**src/verilog/nvac_cfg.svh**
```systemverilog
// constants for the nonvolatile access controller
`ifndef NVAC_CFG_SVH
`define NVAC_CFG_SVH
`define NVAC_DEPTH        64
`define NVAC_AW           6
`define NVAC_CLK_KHZ      25000
`define NVAC_T_ATOMIC_US  3400
`define NVAC_T_SPLIT_US   1800
`define NVAC_RD_STALL     3'h4
`define NVAC_PG_STALL     3'h2
`define NVAC_MPE_CYC      3'h4
`define NVAC_BIT_MODE_HI  5
`define NVAC_BIT_MODE_LO  4
`define NVAC_BIT_RIE      3
`define NVAC_BIT_MPE      2
`define NVAC_BIT_PE       1
`define NVAC_BIT_RE       0
`define NVAC_MODE_RST     2'h0
`define NVAC_ERASED       8'hff
`endif

```
**src/verilog/nvac_pkg.sv**
```systemverilog
// types for the nonvolatile access controller
package nvac_pkg;
  typedef enum logic [1:0] {
    NVAC_ATOMIC = 2'b00,
    NVAC_ERASE  = 2'b01,
    NVAC_WRITE  = 2'b10,
    NVAC_RSVD   = 2'b11
  } nvac_mode_t;
  typedef enum logic [1:0] {
    NVAC_IDLE  = 2'b00,
    NVAC_BUSY  = 2'b01
  } nvac_state_t;
endpackage

```
**src/verilog/nvac_ctrl.sv**
```systemverilog
// register interface and timing for the 64-byte data store
// Summary of operation
// - 64 bytes addressed 0 to 63 by six low address bits
// - address bits 7..6 read zero; address undefined after reset
// - data register supplies write byte and receives read byte
// - read stalls the processor four cycles
// - starting programming stalls the processor two cycles
// - control layout: mode 5..4, rie 3, mpe 2, pe 1, re 0
// - mode 00 atomic 3.4 ms, 01 erase, 10 write 1.8 ms, 11 reserved
// - mode writes ignored while program strobe is set
// - reset clears mode unless programming is in progress
// - ready interrupt level when enabled, global enable set, idle
// - program strobe acts only within four cycles of master enable
// - master enable clears itself four cycles after being written
// - device times programming; software polls the strobe
// - program strobe stays set until operation time has elapsed
// - read strobe fetches byte at once into data register
// - during programming reads refused and address frozen
// - reset does not abort programming in progress
`timescale 1ns/10ps
`include "nvac_cfg.svh"
module nvac_ctrl
  import nvac_pkg::*;
#(
  parameter int T_ATOMIC_CYC = `NVAC_T_ATOMIC_US * (`NVAC_CLK_KHZ / 1000),
  parameter int T_SPLIT_CYC  = `NVAC_T_SPLIT_US * (`NVAC_CLK_KHZ / 1000)
) (
  input  wire logic       i_clk,
  input  wire logic       i_resetn,
  input  wire logic       i_global_irq_en,
  input  wire logic       i_addr_we,
  input  wire logic       i_data_we,
  input  wire logic       i_ctrl_we,
  input  wire logic [7:0] i_wdata,
  output logic      [7:0] o_nv_address,
  output logic      [7:0] o_nv_data,
  output logic      [7:0] o_nv_control,
  output logic            o_cpu_stall,
  output logic            o_ready_irq
);
  // timer wide enough for the longer of the two durations
  localparam int T_MAX_CYC = (T_ATOMIC_CYC > T_SPLIT_CYC) ?
    T_ATOMIC_CYC : T_SPLIT_CYC;
  localparam int TMR_W     = $clog2(T_MAX_CYC + 1);
  logic [7:0]  mem_q [`NVAC_DEPTH];
  logic [`NVAC_AW-1:0] addr_q;
  logic [7:0]  data_q;
  logic [1:0]  mode_q;
  logic        rie_q;
  logic        mpe_q;
  logic        pe_q;
  logic [2:0]  mpe_cnt_q;
  logic [2:0]  stall_q;
  logic [TMR_W-1:0] tmr_q;
  nvac_state_t state_q;

  wire busy     = (state_q == NVAC_BUSY);
  wire pe_req   = i_ctrl_we & i_wdata[`NVAC_BIT_PE];
  wire re_req   = i_ctrl_we & i_wdata[`NVAC_BIT_RE];
  wire mpe_set  = i_ctrl_we & i_wdata[`NVAC_BIT_MPE];
  wire start_pg = pe_req & mpe_q & ~pe_q & i_resetn;
  wire start_op = start_pg & (mode_q != NVAC_RSVD);
  wire do_read  = re_req & ~busy & i_resetn;
  wire tmr_done = busy & (tmr_q == '0);
  wire [TMR_W-1:0] tmr_load = (mode_q == NVAC_ATOMIC) ?
    TMR_W'(T_ATOMIC_CYC - 1) : TMR_W'(T_SPLIT_CYC - 1);

  assign o_nv_address = {2'h0, addr_q};
  assign o_nv_data    = data_q;
  assign o_nv_control = {2'h0, mode_q, rie_q, mpe_q, pe_q, 1'b0};
  assign o_cpu_stall  = (stall_q != 3'h0);
  assign o_ready_irq  = rie_q & i_global_irq_en & ~pe_q;

  // address and data; address frozen while programming
  always_ff @(posedge i_clk) begin
    if (i_addr_we && !busy) begin
      addr_q <= i_wdata[`NVAC_AW-1:0];
    end
    if (do_read) begin
      data_q <= mem_q[addr_q];
    end else if (i_data_we) begin
      data_q <= i_wdata;
    end
  end

  // storage update at start; timing held by the strobe
  always_ff @(posedge i_clk) begin
    if (start_op) begin
      unique case (mode_q)
        NVAC_ATOMIC: mem_q[addr_q] <= data_q;
        NVAC_ERASE:  mem_q[addr_q] <= `NVAC_ERASED;
        NVAC_WRITE:  mem_q[addr_q] <= mem_q[addr_q] & data_q;
        default:     mem_q[addr_q] <= mem_q[addr_q];
      endcase
    end
  end

  // programming sequencer, not touched by reset
  always_ff @(posedge i_clk) begin
    if (start_op) begin
      state_q <= NVAC_BUSY;
      pe_q    <= 1'b1;
      tmr_q   <= tmr_load;
    end else if (tmr_done) begin
      state_q <= NVAC_IDLE;
      pe_q    <= 1'b0;
    end else if (busy) begin
      tmr_q   <= tmr_q - TMR_W'(1);
    end else begin
      state_q <= NVAC_IDLE;
      pe_q    <= 1'b0;
      tmr_q   <= '0;
    end
  end

  // mode field
  always_ff @(posedge i_clk) begin
    if (!i_resetn) begin
      if (!pe_q) begin
        mode_q <= `NVAC_MODE_RST;
      end
    end else if (i_ctrl_we && !pe_q) begin
      mode_q <= i_wdata[`NVAC_BIT_MODE_HI:`NVAC_BIT_MODE_LO];
    end
  end

  // master enable window, interrupt enable, stall counter
  always_ff @(posedge i_clk) begin
    if (!i_resetn) begin
      rie_q     <= 1'b0;
      mpe_q     <= 1'b0;
      mpe_cnt_q <= 3'h0;
      stall_q   <= 3'h0;
    end else begin
      if (i_ctrl_we) begin
        rie_q <= i_wdata[`NVAC_BIT_RIE];
      end
      if (mpe_set && !mpe_q) begin
        mpe_q     <= 1'b1;
        mpe_cnt_q <= `NVAC_MPE_CYC - 3'h1;
      end else if (mpe_q && mpe_cnt_q == 3'h0) begin
        mpe_q     <= 1'b0;
      end else if (mpe_q) begin
        mpe_cnt_q <= mpe_cnt_q - 3'h1;
      end
      if (do_read) begin
        stall_q <= `NVAC_RD_STALL;
      end else if (start_pg) begin
        stall_q <= `NVAC_PG_STALL;
      end else if (stall_q != 3'h0) begin
        stall_q <= stall_q - 3'h1;
      end
    end
  end

  stall_read_a: assert property (@(posedge i_clk)
    disable iff (!i_resetn)
    do_read |=> o_cpu_stall [*4] ##1 !o_cpu_stall)
    else $error("read stall not four cycles");
  stall_prog_a: assert property (@(posedge i_clk)
    disable iff (!i_resetn)
    start_pg && !do_read |=> o_cpu_stall [*2] ##1 !o_cpu_stall)
    else $error("program stall not two cycles");
  mpe_clear_a: assert property (@(posedge i_clk)
    disable iff (!i_resetn)
    mpe_set && !mpe_q |=> mpe_q [*4] ##1 !mpe_q)
    else $error("master enable not cleared after four");
  mode_hold_a: assert property (@(posedge i_clk)
    disable iff (!i_resetn)
    pe_q |=> $stable(mode_q))
    else $error("mode changed while programming");
  mode_reset_a: assert property (@(posedge i_clk)
    !i_resetn && !pe_q
    |=> mode_q == `NVAC_MODE_RST)
    else $error("mode not cleared by reset");
  addr_hold_a: assert property (@(posedge i_clk)
    busy
    |=> $stable(addr_q))
    else $error("address changed while busy");
  addr_write_a: assert property (@(posedge i_clk)
    i_addr_we && !busy
    |=> addr_q == $past(i_wdata[`NVAC_AW-1:0]))
    else $error("address not loaded");
  no_start_a: assert property (@(posedge i_clk)
    disable iff (!i_resetn)
    pe_req && !mpe_q && !pe_q |=> !pe_q)
    else $error("strobe took effect without enable");
  irq_level_a: assert property (@(posedge i_clk)
    disable iff (!i_resetn)
    o_ready_irq == (rie_q && i_global_irq_en && !busy))
    else $error("ready interrupt wrong");
  rsvd_mode_a: assert property (@(posedge i_clk)
    disable iff (!i_resetn)
    start_pg && mode_q == NVAC_RSVD |=> !pe_q)
    else $error("reserved mode started operation");
  read_data_a: assert property (@(posedge i_clk)
    disable iff (!i_resetn)
    do_read |=> data_q == mem_q[$past(addr_q)])
    else $error("read data mismatch");
  read_refuse_a: assert property (@(posedge i_clk)
    disable iff (!i_resetn)
    re_req && busy && !i_data_we |=> $stable(data_q))
    else $error("read taken while busy");
  data_write_a: assert property (@(posedge i_clk)
    i_data_we && !do_read
    |=> data_q == $past(i_wdata))
    else $error("data register not loaded");
  ctrl_top_a: assert property (@(posedge i_clk)
    o_nv_control[7:6] == 2'h0
    && o_nv_address[7:6] == 2'h0)
    else $error("reserved bits not zero");
  prog_load_a: assert property (@(posedge i_clk)
    start_op
    |=> busy && tmr_q == $past(tmr_load))
    else $error("operation timer not loaded");
  prog_hold_a: assert property (@(posedge i_clk)
    busy && !tmr_done
    |=> busy && pe_q)
    else $error("programming ended early");
  prog_end_a: assert property (@(posedge i_clk)
    tmr_done
    |=> !busy && !pe_q)
    else $error("strobe not cleared at end");
  erase_mem_a: assert property (@(posedge i_clk)
    start_op && mode_q == NVAC_ERASE
    |=> mem_q[$past(addr_q)] == `NVAC_ERASED)
    else $error("erased byte not all ones");
  atomic_mem_a: assert property (@(posedge i_clk)
    start_op && mode_q == NVAC_ATOMIC
    |=> mem_q[$past(addr_q)] == $past(data_q))
    else $error("atomic byte not stored");

  read_c:   cover property (@(posedge i_clk) do_read);
  atomic_c: cover property (@(posedge i_clk)
    start_op && mode_q == NVAC_ATOMIC);
  split_c:  cover property (@(posedge i_clk)
    start_op && mode_q != NVAC_ATOMIC);
  done_c:   cover property (@(posedge i_clk) tmr_done);
  refuse_c: cover property (@(posedge i_clk) re_req && busy);
endmodule // nvac_ctrl

```
**config.mk**
```make
export PLATFORM = sky130hd
export DESIGN_NAME = nvac_ctrl
export DESIGN_NICKNAME = d
export VERILOG_FILES = /design/src/verilog/nvac_pkg.sv /design/src/verilog/nvac_ctrl.sv
export VERILOG_INCLUDE_DIRS = /design/src /design/src/verilog
export SDC_FILE = /design/constraint.sdc
export NUM_CORES = 1
export LEC_CHECK = 0
export ABC_CLOCK_PERIOD_IN_PS = 11940
export BUFFER_PORTS_ARGS = -buffer_cell sky130_fd_sc_hd__buf_2
export CELL_PAD_IN_SITES_DETAIL_PLACEMENT = 2
export CELL_PAD_IN_SITES_GLOBAL_PLACEMENT = 2
export CORE_ASPECT_RATIO = 1.5
export CORE_MARGIN = 2
export CORE_UTILIZATION = 35
export DETAILED_ROUTE_END_ITERATION = 10
export HOLD_SLACK_MARGIN = 0.08
export PLACE_DENSITY_LB_ADDON = 0.1
export RECOVER_POWER = 100
export SLEW_MARGIN = 20
export SYNTH_ARGS = -nofsm -noshare
export SYNTH_HDL_FRONTEND = slang
export SYNTH_SLANG_ARGS = --single-unit
```
**constraint.sdc**
```tcl
create_clock -name i_clk -period 11.94 [get_ports i_clk]
set_input_delay 0.597 -clock i_clk [delete_from_list [all_inputs] [get_ports i_clk]]
set_output_delay 0.597 -clock i_clk [all_outputs]
set_load 0.01 [all_outputs]
```
Yosys cells after proc, flatten, opt, wreduce, memory -nomap -nowiden --
Memories as Yosys holds them, arrays and structs flattened. A register that Yosys moved wholly into a read port is not among the register bits. Cells that the tools add are included.
Word-level totals: memories 1, register bits 43, RAM bits 512, word-level logic and storage cells 105, output and inout port bits 26, input bits 14
Cells by class: bitwise gates (word level) 20, multiplexer cells 37, reductions and logical operators 23, $add $sub $neg 3, equality and inequality tests 8
Memories:
- mem_q | words 64, width 8, rd ports 1, clocked after Yosys merged registers in 1, wr ports 1, RTL line nvac_ctrl.sv:45 | logic [7:0] mem_q [`NVAC_DEPTH];
Operators by type and width (number):
- 17-bit 2-to-1 mux | 4
- 8-bit 2-to-1 mux | 5
- 1-bit 2-to-1 mux | 18
- 17-bit logical NOT | 1
- 17-bit by 1-bit subtractor with 17-bit output (second input constant) | 1
- 1-bit AND | 12
- 2-bit 2-to-1 mux | 6
- 3-bit 2-to-1 mux | 3
- 8-bit AND | 1
- 2-bit inequality test (second input constant) | 4
- 2-bit nonzero test | 4
- 6-bit 2-to-1 mux | 1
- 2-bit AND reduction | 3
- 3-bit nonzero test | 2
- 3-bit OR reduction | 2
- 3-bit by 1-bit subtractor with 3-bit output (second input constant) | 2
- 1-bit logical AND | 4
- 2-bit by 1-bit inequality test with 1-bit output (second input constant) | 2
- 1-bit inverter | 4
- 2-bit OR reduction | 2
- 1-bit logical NOT | 3
- 3-bit logical NOT | 1
- 1-bit OR | 3
- 2-bit by 1-bit == test with 1-bit output (second input constant) | 1
- 2 further kinds | 2

Longest topological paths before layout --
Gate-level depths: netlist of run 1.
depth in word-level cells 10, mapped depth 11

Worst setup path after synthesis of run 1 --
OpenSTA, ideal clock, no wires.
path type reg2reg, from register (tool-made name), to memory mem_q[0][5], data pin, data arrival time 3.536 ns, slack 7.855 ns, cell stages (with the launch flop) 11, setup time 0.548 ns, path buffers 4, cells stage by stage dfxtp_1 > buf_6 > buf_6 > buf_6 > and2_1 > buf_4 > a22oi_1 > a21oi_1 > a2111oi_1 > a2bb2oi_2 > a21oi_1
RTL lines (RTL line):
- end: declaration | nvac_ctrl.sv:45

==> flow_results.xml, run 1 <==
<?xml version="1.0" encoding="UTF-8"?>
<metrics>
  <group name="worst_setup_path">
    <metric name="setup.worst_path.end_class" unit="">flop</metric>
    <metric name="worstSetupEndpoint" unit="">mem_q[51][0]</metric>
    <metric name="worstPathArrival" unit="ns">7.94</metric>
    <metric name="rrSetupSlack" unit="ns">4.40</metric>
    <metric name="worst_r2r_path_depth" unit="">9</metric>
    <metric name="worst_r2r_endpoint" unit="">mem_q[51][0]</metric>
    <metric name="critPathRequiredTime" unit="ns">12.34</metric>
    <metric name="timing_worst_setup_path_type" unit="">reg2reg</metric>
    <metric name="path_max_fanout" unit="">38</metric>
    <metric name="crit_path_start_kind" unit="">flop</metric>
  </group>
  <group name="yosys">
    <metric name="synth_top_area_share" unit="%">72.68</metric>
    <metric name="postSynth.topFlopCell" unit="">edfxtp_1</metric>
    <metric name="seq_area_frac_synth" unit="%">74.01</metric>
    <metric name="synth.top_cells.by_area" unit="">edfxtp_1 73%, mux4_2 8.7%, mux2i_1 4.3%</metric>
    <metric name="ys_async_sr_fraction" unit="%">0</metric>
    <metric name="count_of_yosys_warnings_during_synthesis" unit="">0</metric>
    <metric name="postSynthAreaPerCell" unit="um2">18.49</metric>
    <metric name="mappedNetlistArea" unit="um2">22520</metric>
    <metric name="distinct_cell_type_count_of_the_synthesized_netlist" unit="">65</metric>
    <metric name="syn_inst" unit="">1218</metric>
    <metric name="synth-edff-count" unit="">545</metric>
    <metric name="ys_ff_latch" unit="">560</metric>
    <metric name="yosys.area.top_type" unit="">edfxtp_1</metric>
  </group>
  <group name="detailed_routing">
    <metric name="route.antenna.remaining_nets" unit="">0</metric>
    <metric name="drt_drc_violations_left" unit="">0</metric>
    <metric name="drtIter0Drc" unit="">713</metric>
    <metric name="vias" unit="">11410</metric>
    <metric name="drtPass1Iterations" unit="">5</metric>
    <metric name="drt_wl_total" unit="um">64980</metric>
    <metric name="detail_route.wl_per_cell" unit="um">30.89</metric>
    <metric name="route.detailed.vias_per_inst" unit="">5.424</metric>
  </group>
  <group name="final_layout">
    <metric name="antenna_cells_inserted" unit="">0</metric>
    <metric name="layout.cells.most_common_list" unit="">545 x edfxtp_1, 96 x mux2i_1, 95 x nor2_1</metric>
    <metric name="finish.utilization" unit="%">39.49</metric>
    <metric name="final.fill_count" unit="">6040</metric>
    <metric name="syn_to_final_growth" unit="%">11.33</metric>
    <metric name="final_common_cell" unit="">edfxtp_1</metric>
    <metric name="layout.nets" unit="">1281</metric>
    <metric name="post_route_cells_drive_above_1_share" unit="%">16.47</metric>
  </group>
  <group name="grt">
    <metric name="grt_first_pass_wirelength" unit="um">93210</metric>
    <metric name="antenna_found_initial" unit="">0</metric>
    <metric name="grt-ovfl-total" unit="">0</metric>
    <metric name="grt_use_total" unit="%">19.99</metric>
    <metric name="grt_max_degree" unit="">65</metric>
    <metric name="via_count_of_the_first_global_routing_pass" unit="">12580</metric>
  </group>
  <group name="cts">
    <metric name="cts_hold_buffers" unit="">0</metric>
    <metric name="cts-root-buf" unit="">clkbuf_16</metric>
    <metric name="postCtsSetupBuffers" unit="">0</metric>
    <metric name="tritoncts" unit="">yes</metric>
    <metric name="ctsHtreeMaxLevel" unit="">2</metric>
    <metric name="cts.sink_count" unit="">560</metric>
    <metric name="cts.repair.resized" unit="">0</metric>
    <metric name="clkTransAtPathRegs" unit="ns">0.06</metric>
    <metric name="cts-buffers-inserted" unit="">55</metric>
    <metric name="clock_insertion_delay_at_the_later_pin_of_the_skew_report" unit="ns">0.62</metric>
    <metric name="clockBufferDepth" unit="">3</metric>
  </group>
  <group name="floorplanning">
    <metric name="ios" unit="">40</metric>
    <metric name="die_y" unit="um">314.7</metric>
    <metric name="core_area" unit="um2">63480</metric>
    <metric name="die_area" unit="um2">66420</metric>
    <metric name="initial_core_util" unit="%">35.47</metric>
    <metric name="die_width" unit="um">211.1</metric>
    <metric name="floorplan.rows" unit="">113</metric>
  </group>
  <group name="sta">
    <metric name="timing_worst_slew_pin_value" unit="ns">3.225</metric>
    <metric name="final_min_period_over_clock_period" unit="%">63.15</metric>
    <metric name="skew" unit="ns">0.01838</metric>
    <metric name="setup_viol" unit="">0</metric>
    <metric name="max_slew_margin" unit="%">-115.0</metric>
    <metric name="timing.final.crit_period" unit="ns">7.541</metric>
    <metric name="fmax" unit="MHz">132.6</metric>
    <metric name="final_hold_violating_endpoints" unit="">0</metric>
    <metric name="grt_setup_unrepaired" unit="">false</metric>
    <metric name="drv_slew" unit="">37</metric>
    <metric name="fin_setup_tns" unit="ns">0</metric>
  </group>
  <group name="power_and_ir_drop">
    <metric name="pwr-share-comb" unit="%">16.5</metric>
    <metric name="net_switching_share_of_the_total_power" unit="%">26.80</metric>
    <metric name="power.ir.vdd_worst" unit="V">0.00009500</metric>
    <metric name="total_leakage_power" unit="nW">8.013</metric>
    <metric name="power.share.sequential" unit="%">48.5</metric>
    <metric name="clock_power_share" unit="%">35.1</metric>
    <metric name="p_per_area" unit="nW/um2">188.9</metric>
    <metric name="net-switching-power" unit="mW">1.269</metric>
    <metric name="internal_power" unit="mW">3.467</metric>
  </group>
  <group name="min_path">
    <metric name="worst_hold_path.num_cells" unit="">1</metric>
    <metric name="hold_path.class" unit="">in2reg</metric>
  </group>
  <group name="run">
    <metric name="cap_viol_max_count" unit="">1</metric>
  </group>
  <group name="place">
    <metric name="port-buffer-count" unit="">34</metric>
    <metric name="sum_of_net_half_perimeters_after_detailed_placement" unit="um">41720</metric>
    <metric name="last_weighted_congestion_value_of_the_routability_driven_placer" unit="">0.7672</metric>
  </group>
  <group name="run_status">
    <metric name="status" unit="">finished with violations</metric>
    <metric name="failing_checks" unit="">capacitance limit, slew limit</metric>
  </group>
</metrics>
-- per-stage QoR --
stage	setup WS, ns	cells	cell area [um2]	hold WS (ns)	power, mW
floorplan	7.855	1222	22530	0.4365	2.911
global placement	6.748	2011	23510	0.4595	3.142
detailed placement	6.733	2011	23530	0.4742	3.157
CTS	6.706	2104	25190	0.1873	4.830
global route	3.474	2104	25070	0.3045	4.925
finish	4.399	2104	25070	0.2971	4.736
-- power groups by stage --
stage          Clock [mW]  Combinational, mW  Sequential, mW
2_1_floorplan           0              0.612            2.30
3_3_place_gp            0              0.805            2.34
3_5_place_dp            0              0.816            2.34
4_1_cts              1.71              0.823            2.30
5_1_grt              1.77              0.856            2.30
6_report             1.66              0.780            2.30
-- sequential cells by signal, indices dropped and copies added (netlist names), 2 cells and up, named ones only --
| signal | flops |
|---|---|
| mem_q | 512 |
| tmr_q | 17 |
| o_nv_data | 8 |
| addr_q | 6 |
| mpe_cnt_q | 3 |
| stall_q | 3 |
| mode_q | 2 |
-- critical path, cell delays in order, from the launching register on --
cell and delay, ns:
dfxtp_4 0.59, buf_4 0.63, clkbuf_1 2.31, nor2b_1 0.76, clkbuf_1 0.47, a221oi_1 0.37
o211ai_1 0.15, o22ai_1 0.33, o32a_1 1.11, buf_4 0.50
-- Yosys cell counts, types with 3 or more instances --
library cell  count
edfxtp_1        545
a2bb2oi_2         3
inv_1            12
dfxtp_1          15
and2_1            5
buf_2            19
nor2_1           95
a31oi_1           3
xnor2_1          11
clkbuf_1         16
mux2i_1          96
o22ai_1          14
mux2_2           23
mux4_1            3
a22oi_1          28
a21boi_0          3
nand2_1          52
o21ai_1          12
nor2b_1          10
nand3b_1          8
ha_1              4
a221oi_1          6
nand3_1          11
buf_4            25
xor2_1            5
buf_6             5
mux4_2           87
a211oi_1          5
a21oi_1          26
o21ai_0          11
nand2b_1         11
nor3_1            4
-- per-layer routing --
layer,GRT usage (%),part of all wire (%),vias to the layer above
li1,-,-,4957
met1,24.65,41,6138
met2,35.59,53,222
met3,3.108,3.6,96
met4,6.962,2.9,0
met5,0,0,-
-- logic make-up after synthesis --
family | count (synthesis) | share of synthesized area [%]
AOI/OAI and AO/OA | 129 | 3.995
buffers and inverters | 81 | 2.128
adders and majority gates | 4 | 0.2223
other | 1 | 0.01665
xor gates and xnor gates | 16 | 0.6223
DFF | 560 | 74.01
muxes | 209 | 14.47
and+or+nand+nor | 218 | 4.534
-- layout make-up --
| type | instances | area (um2) | area share, % |
|---|---|---|---|
| Clock buffer | 69 | 1471 | 5.869 |
| Sequential cell | 560 | 16680 | 66.53 |
| Clock inverter | 24 | 183.9 | 0.7337 |
| Tap cell | 805 | 1007 | 4.018 |
| Multi-Input combinational cell | 581 | 5414 | 21.60 |
| Inverter | 12 | 45.04 | 0.1797 |
| Timing Repair Buffer | 53 | 270.3 | 1.078 |
-- how the worst min path moves through the flow --
stage | slack (ns) | startpoint | endpoint
after detailed placement | 0.47 | stall_q[2] | stall_q[2]
after global routing | 0.30 | i_wdata[1] | addr_q[1]
final | 0.30 | i_wdata[1] | addr_q[1]
after global placement | 0.46 | stall_q[2] | stall_q[2]
after floorplan | 0.44 | stall_q[0] | stall_q[0]
after CTS | 0.19 | i_wdata[1] | addr_q[1]
No activity file was read; power rests on OpenSTA's default activity.
==> run 2: changes to the inputs <==
--- a/config.mk
+++ b/config.mk
@@ -6,7 +6,7 @@
 export SDC_FILE = /design/constraint.sdc
 export NUM_CORES = 1
 export LEC_CHECK = 0
-export ABC_CLOCK_PERIOD_IN_PS = 11940
+export ABC_CLOCK_PERIOD_IN_PS = 7600
 export BUFFER_PORTS_ARGS = -buffer_cell sky130_fd_sc_hd__buf_2
 export CELL_PAD_IN_SITES_DETAIL_PLACEMENT = 2
 export CELL_PAD_IN_SITES_GLOBAL_PLACEMENT = 2
==> constraint.sdc (replaced) <==
create_clock -name i_clk -period 7.6 [get_ports i_clk]
set_input_delay 0.38 -clock i_clk [delete_from_list [all_inputs] [get_ports i_clk]]
set_output_delay 0.38 -clock i_clk [all_outputs]
set_load 0.01 [all_outputs]
==> run 2 against run 1 <==
Effect of this change: the run still ends with capacitance limit, slew limit left; via count about the same; utilization increased by 0.46 points; largest cell class unchanged; combinational power increased by 56%; sequential cell count did not move; setup slack got worse by 2.6 ns; register-to-register slack got worse by 2.6 ns; hold slack worse by 0.18 ns; wire length fell by 0.11%; final cell count grew 0.71%; total power increased by 62%.
==> flow_results.xml, run 2 (synthesis gave the netlist of run 1 again) <==
<?xml version="1.0" encoding="UTF-8"?>
<metrics>
  <group name="run_status">
    <metric name="status" unit="">finished with violations</metric>
    <metric name="failing_checks" unit="">capacitance limit, slew limit</metric>
  </group>
  <group name="grt">
    <metric name="most_crowded_layer_gr" unit="">met2</metric>
    <metric name="grt_first_pass_wirelength" unit="um">93650</metric>
    <metric name="globalRouteMet3Util" unit="%">2.381</metric>
    <metric name="grt_max_degree" unit="">65</metric>
    <metric name="grt_util_met2" unit="%">36.76</metric>
    <metric name="antenna_found_initial" unit="">0</metric>
    <metric name="grt-ovfl-total" unit="">0</metric>
    <metric name="globalRouteMet1Util" unit="%">24.95</metric>
    <metric name="grt_use_total" unit="%">19.96</metric>
    <metric name="via_count_of_the_first_global_routing_pass" unit="">12560</metric>
  </group>
  <group name="cts">
    <metric name="tritoncts" unit="">yes</metric>
    <metric name="cts.sink_count" unit="">560</metric>
    <metric name="ctsHtreeMaxLevel" unit="">2</metric>
    <metric name="clkTransAtPathRegs" unit="ns">0.06</metric>
    <metric name="clock_insertion_delay_at_the_later_pin_of_the_skew_report" unit="ns">0.62</metric>
    <metric name="cts-buffers-inserted" unit="">54</metric>
    <metric name="cts.repair.resized" unit="">0</metric>
    <metric name="cts-root-buf" unit="">clkbuf_16</metric>
    <metric name="clockBufferDepth" unit="">3</metric>
  </group>
  <group name="sta">
    <metric name="max_slew_margin" unit="%">-84.93</metric>
    <metric name="final_hold_violating_endpoints" unit="">0</metric>
    <metric name="grt_setup_unrepaired" unit="">false</metric>
    <metric name="fin_setup_tns" unit="ns">0</metric>
    <metric name="timing.final.crit_period" unit="ns">5.762</metric>
    <metric name="fmax" unit="MHz">173.6</metric>
    <metric name="timing_worst_slew_pin_value" unit="ns">2.770</metric>
    <metric name="post-route-worst-setup-slack" unit="ns">1.838</metric>
    <metric name="final_min_period_over_clock_period" unit="%">75.82</metric>
    <metric name="finalHoldWorstSlack" unit="ns">0.1156</metric>
    <metric name="drv_slew" unit="">48</metric>
    <metric name="setup_viol" unit="">0</metric>
    <metric name="skew" unit="ns">0.02031</metric>
  </group>
  <group name="min_path">
    <metric name="hold_path.class" unit="">in2reg</metric>
  </group>
  <group name="worst_setup_path">
    <metric name="cpMaxStageDelayCell" unit="">dfxtp_1</metric>
    <metric name="critPathRequiredTime" unit="ns">7.94</metric>
    <metric name="timing_worst_setup_path_type" unit="">reg2reg</metric>
    <metric name="max_stage_delay" unit="ns">2.19</metric>
    <metric name="worst_r2r_path_depth" unit="">7</metric>
    <metric name="crit_path_start_kind" unit="">flop</metric>
    <metric name="rrSetupSlack" unit="ns">1.84</metric>
    <metric name="worst_r2r_endpoint" unit="">mem_q[26][7]</metric>
    <metric name="worstSetupEndpoint" unit="">mem_q[26][7]</metric>
    <metric name="worstPathArrival" unit="ns">6.10</metric>
    <metric name="path_max_fanout" unit="">48</metric>
    <metric name="setup.worst_path.end_class" unit="">flop</metric>
    <metric name="path_cells" unit="">mux2i_1 &gt; a22oi_1 &gt; a21oi_1 &gt; a2111oi_0 &gt; a2bb2oi_1 &gt; a21oi_4 &gt; buf_4</metric>
  </group>
  <group name="floorplanning">
    <metric name="core_area" unit="um2">63480</metric>
    <metric name="die_y" unit="um">314.7</metric>
    <metric name="die_width" unit="um">211.1</metric>
    <metric name="ios" unit="">40</metric>
    <metric name="die_area" unit="um2">66420</metric>
    <metric name="floorplan.rows" unit="">113</metric>
    <metric name="initial_core_util" unit="%">35.47</metric>
  </group>
  <group name="power_and_ir_drop">
    <metric name="total_leakage_power" unit="nW">8.149</metric>
    <metric name="p_per_area" unit="nW/um2">302.5</metric>
    <metric name="power.ir.vdd_worst" unit="V">0.0001739</metric>
    <metric name="finalPower" unit="mW">7.672</metric>
  </group>
  <group name="detailed_routing">
    <metric name="route.antenna.remaining_nets" unit="">0</metric>
    <metric name="drtIter0Drc" unit="">687</metric>
    <metric name="drtPass1Iterations" unit="">5</metric>
    <metric name="detail_route.wl_per_cell" unit="um">30.63</metric>
    <metric name="vias" unit="">11420</metric>
    <metric name="drt_wl_total" unit="um">64910</metric>
    <metric name="route.detailed.vias_per_inst" unit="">5.391</metric>
    <metric name="drt_drc_violations_left" unit="">0</metric>
  </group>
  <group name="final_layout">
    <metric name="finish.utilization" unit="%">39.95</metric>
    <metric name="antenna_cells_inserted" unit="">0</metric>
    <metric name="syn_to_final_growth" unit="%">12.63</metric>
    <metric name="final_common_cell" unit="">edfxtp_1</metric>
    <metric name="layout.cells.most_common_list" unit="">545 x edfxtp_1, 96 x mux2i_1, 95 x nor2_1</metric>
    <metric name="layout.nets" unit="">1288</metric>
    <metric name="post_route_cells_drive_above_1_share" unit="%">17.05</metric>
    <metric name="register_ranked_first_by_flip_flop_count" unit="">mem_q</metric>
    <metric name="largest_register_ff_count" unit="">512</metric>
  </group>
  <group name="place">
    <metric name="port-buffer-count" unit="">34</metric>
    <metric name="sum_of_net_half_perimeters_after_detailed_placement" unit="um">41460</metric>
    <metric name="last_weighted_congestion_value_of_the_routability_driven_placer" unit="">0.7734</metric>
    <metric name="dp_worst_setup_slack" unit="ns">3.102</metric>
  </group>
  <group name="run">
    <metric name="cap_viol_max_count" unit="">1</metric>
  </group>
</metrics>
[run 2: changes by cell type in the layout (fill, tap and decap cells not counted), moves of 2 or more]
cell           change
clkbuf_1           -7
dlygate4sd3_1      +7
bufinv_16          +6
clkinv_1           +5
a2111oi_0          -2
a2111oi_1          +2
buf_12             +2
o21ai_0            -2
o21ai_1            +2
[run 2: repair_timing]
| action | CTS | global route |
|---|---|---|
| endpoints found under the setup margin | 0 | 0 |
| endpoints found under the hold margin | 11 | 0 |
| buffers inserted | 0 | 0 |
| hold buffers | 7 | 0 |
[run 2: critical path: cells and delay by family, from the launching register on]
family	cells	cell delay (ns)
flops	1	2.19
compound gates	5	1.94
mux	1	0.68
buf+inv	1	0.55
[run 2: worst min-delay path by stage]
stage / from / to / slack, ns / cells past startpoint
floorplan: stall_q[0] / stall_q[0] / 0.44 / 1
global placement: stall_q[0] / stall_q[0] / 0.45 / 1
detailed placement: stall_q[0] / stall_q[0] / 0.48 / 1
CTS: i_wdata[7] / o_nv_data[7] / 0.09 / 3
global route: i_wdata[7] / o_nv_data[7] / 0.12 / 3
finish: i_wdata[7] / o_nv_data[7] / 0.12 / 3
[run 2: report_power, final]
group	internal, mW	total, mW	switching (mW)
logic	0.505	1.22	0.716
clock network	1.66	2.84	1.18
registers	3.49	3.61	0.119
[run 2: layout make-up]
cell class	count	area [um2]
clock buffers	63	1449
repair buffers	61	374.1
fillers	6002	38120
well taps	805	1007
clock inverters	37	395.4
inverters	12	45.04
multi-input cells	581	5418
flip-flops and latches	560	16670
[run 2: per-layer routing]
metal,share of wire (%),vias up
met2,54,220
met4,2.0,0
met5,0,-
met3,3.1,74
met1,41,6163
li1,-,4966
[run 2: per-stage QoR]
step / instance area [um2] / instances
after floorplan: 22530 / 1222
after global placement: 23550 / 2012
after detailed placement: 23550 / 2012
after CTS: 25470 / 2119
after global routing: 25360 / 2119
final: 25360 / 2119
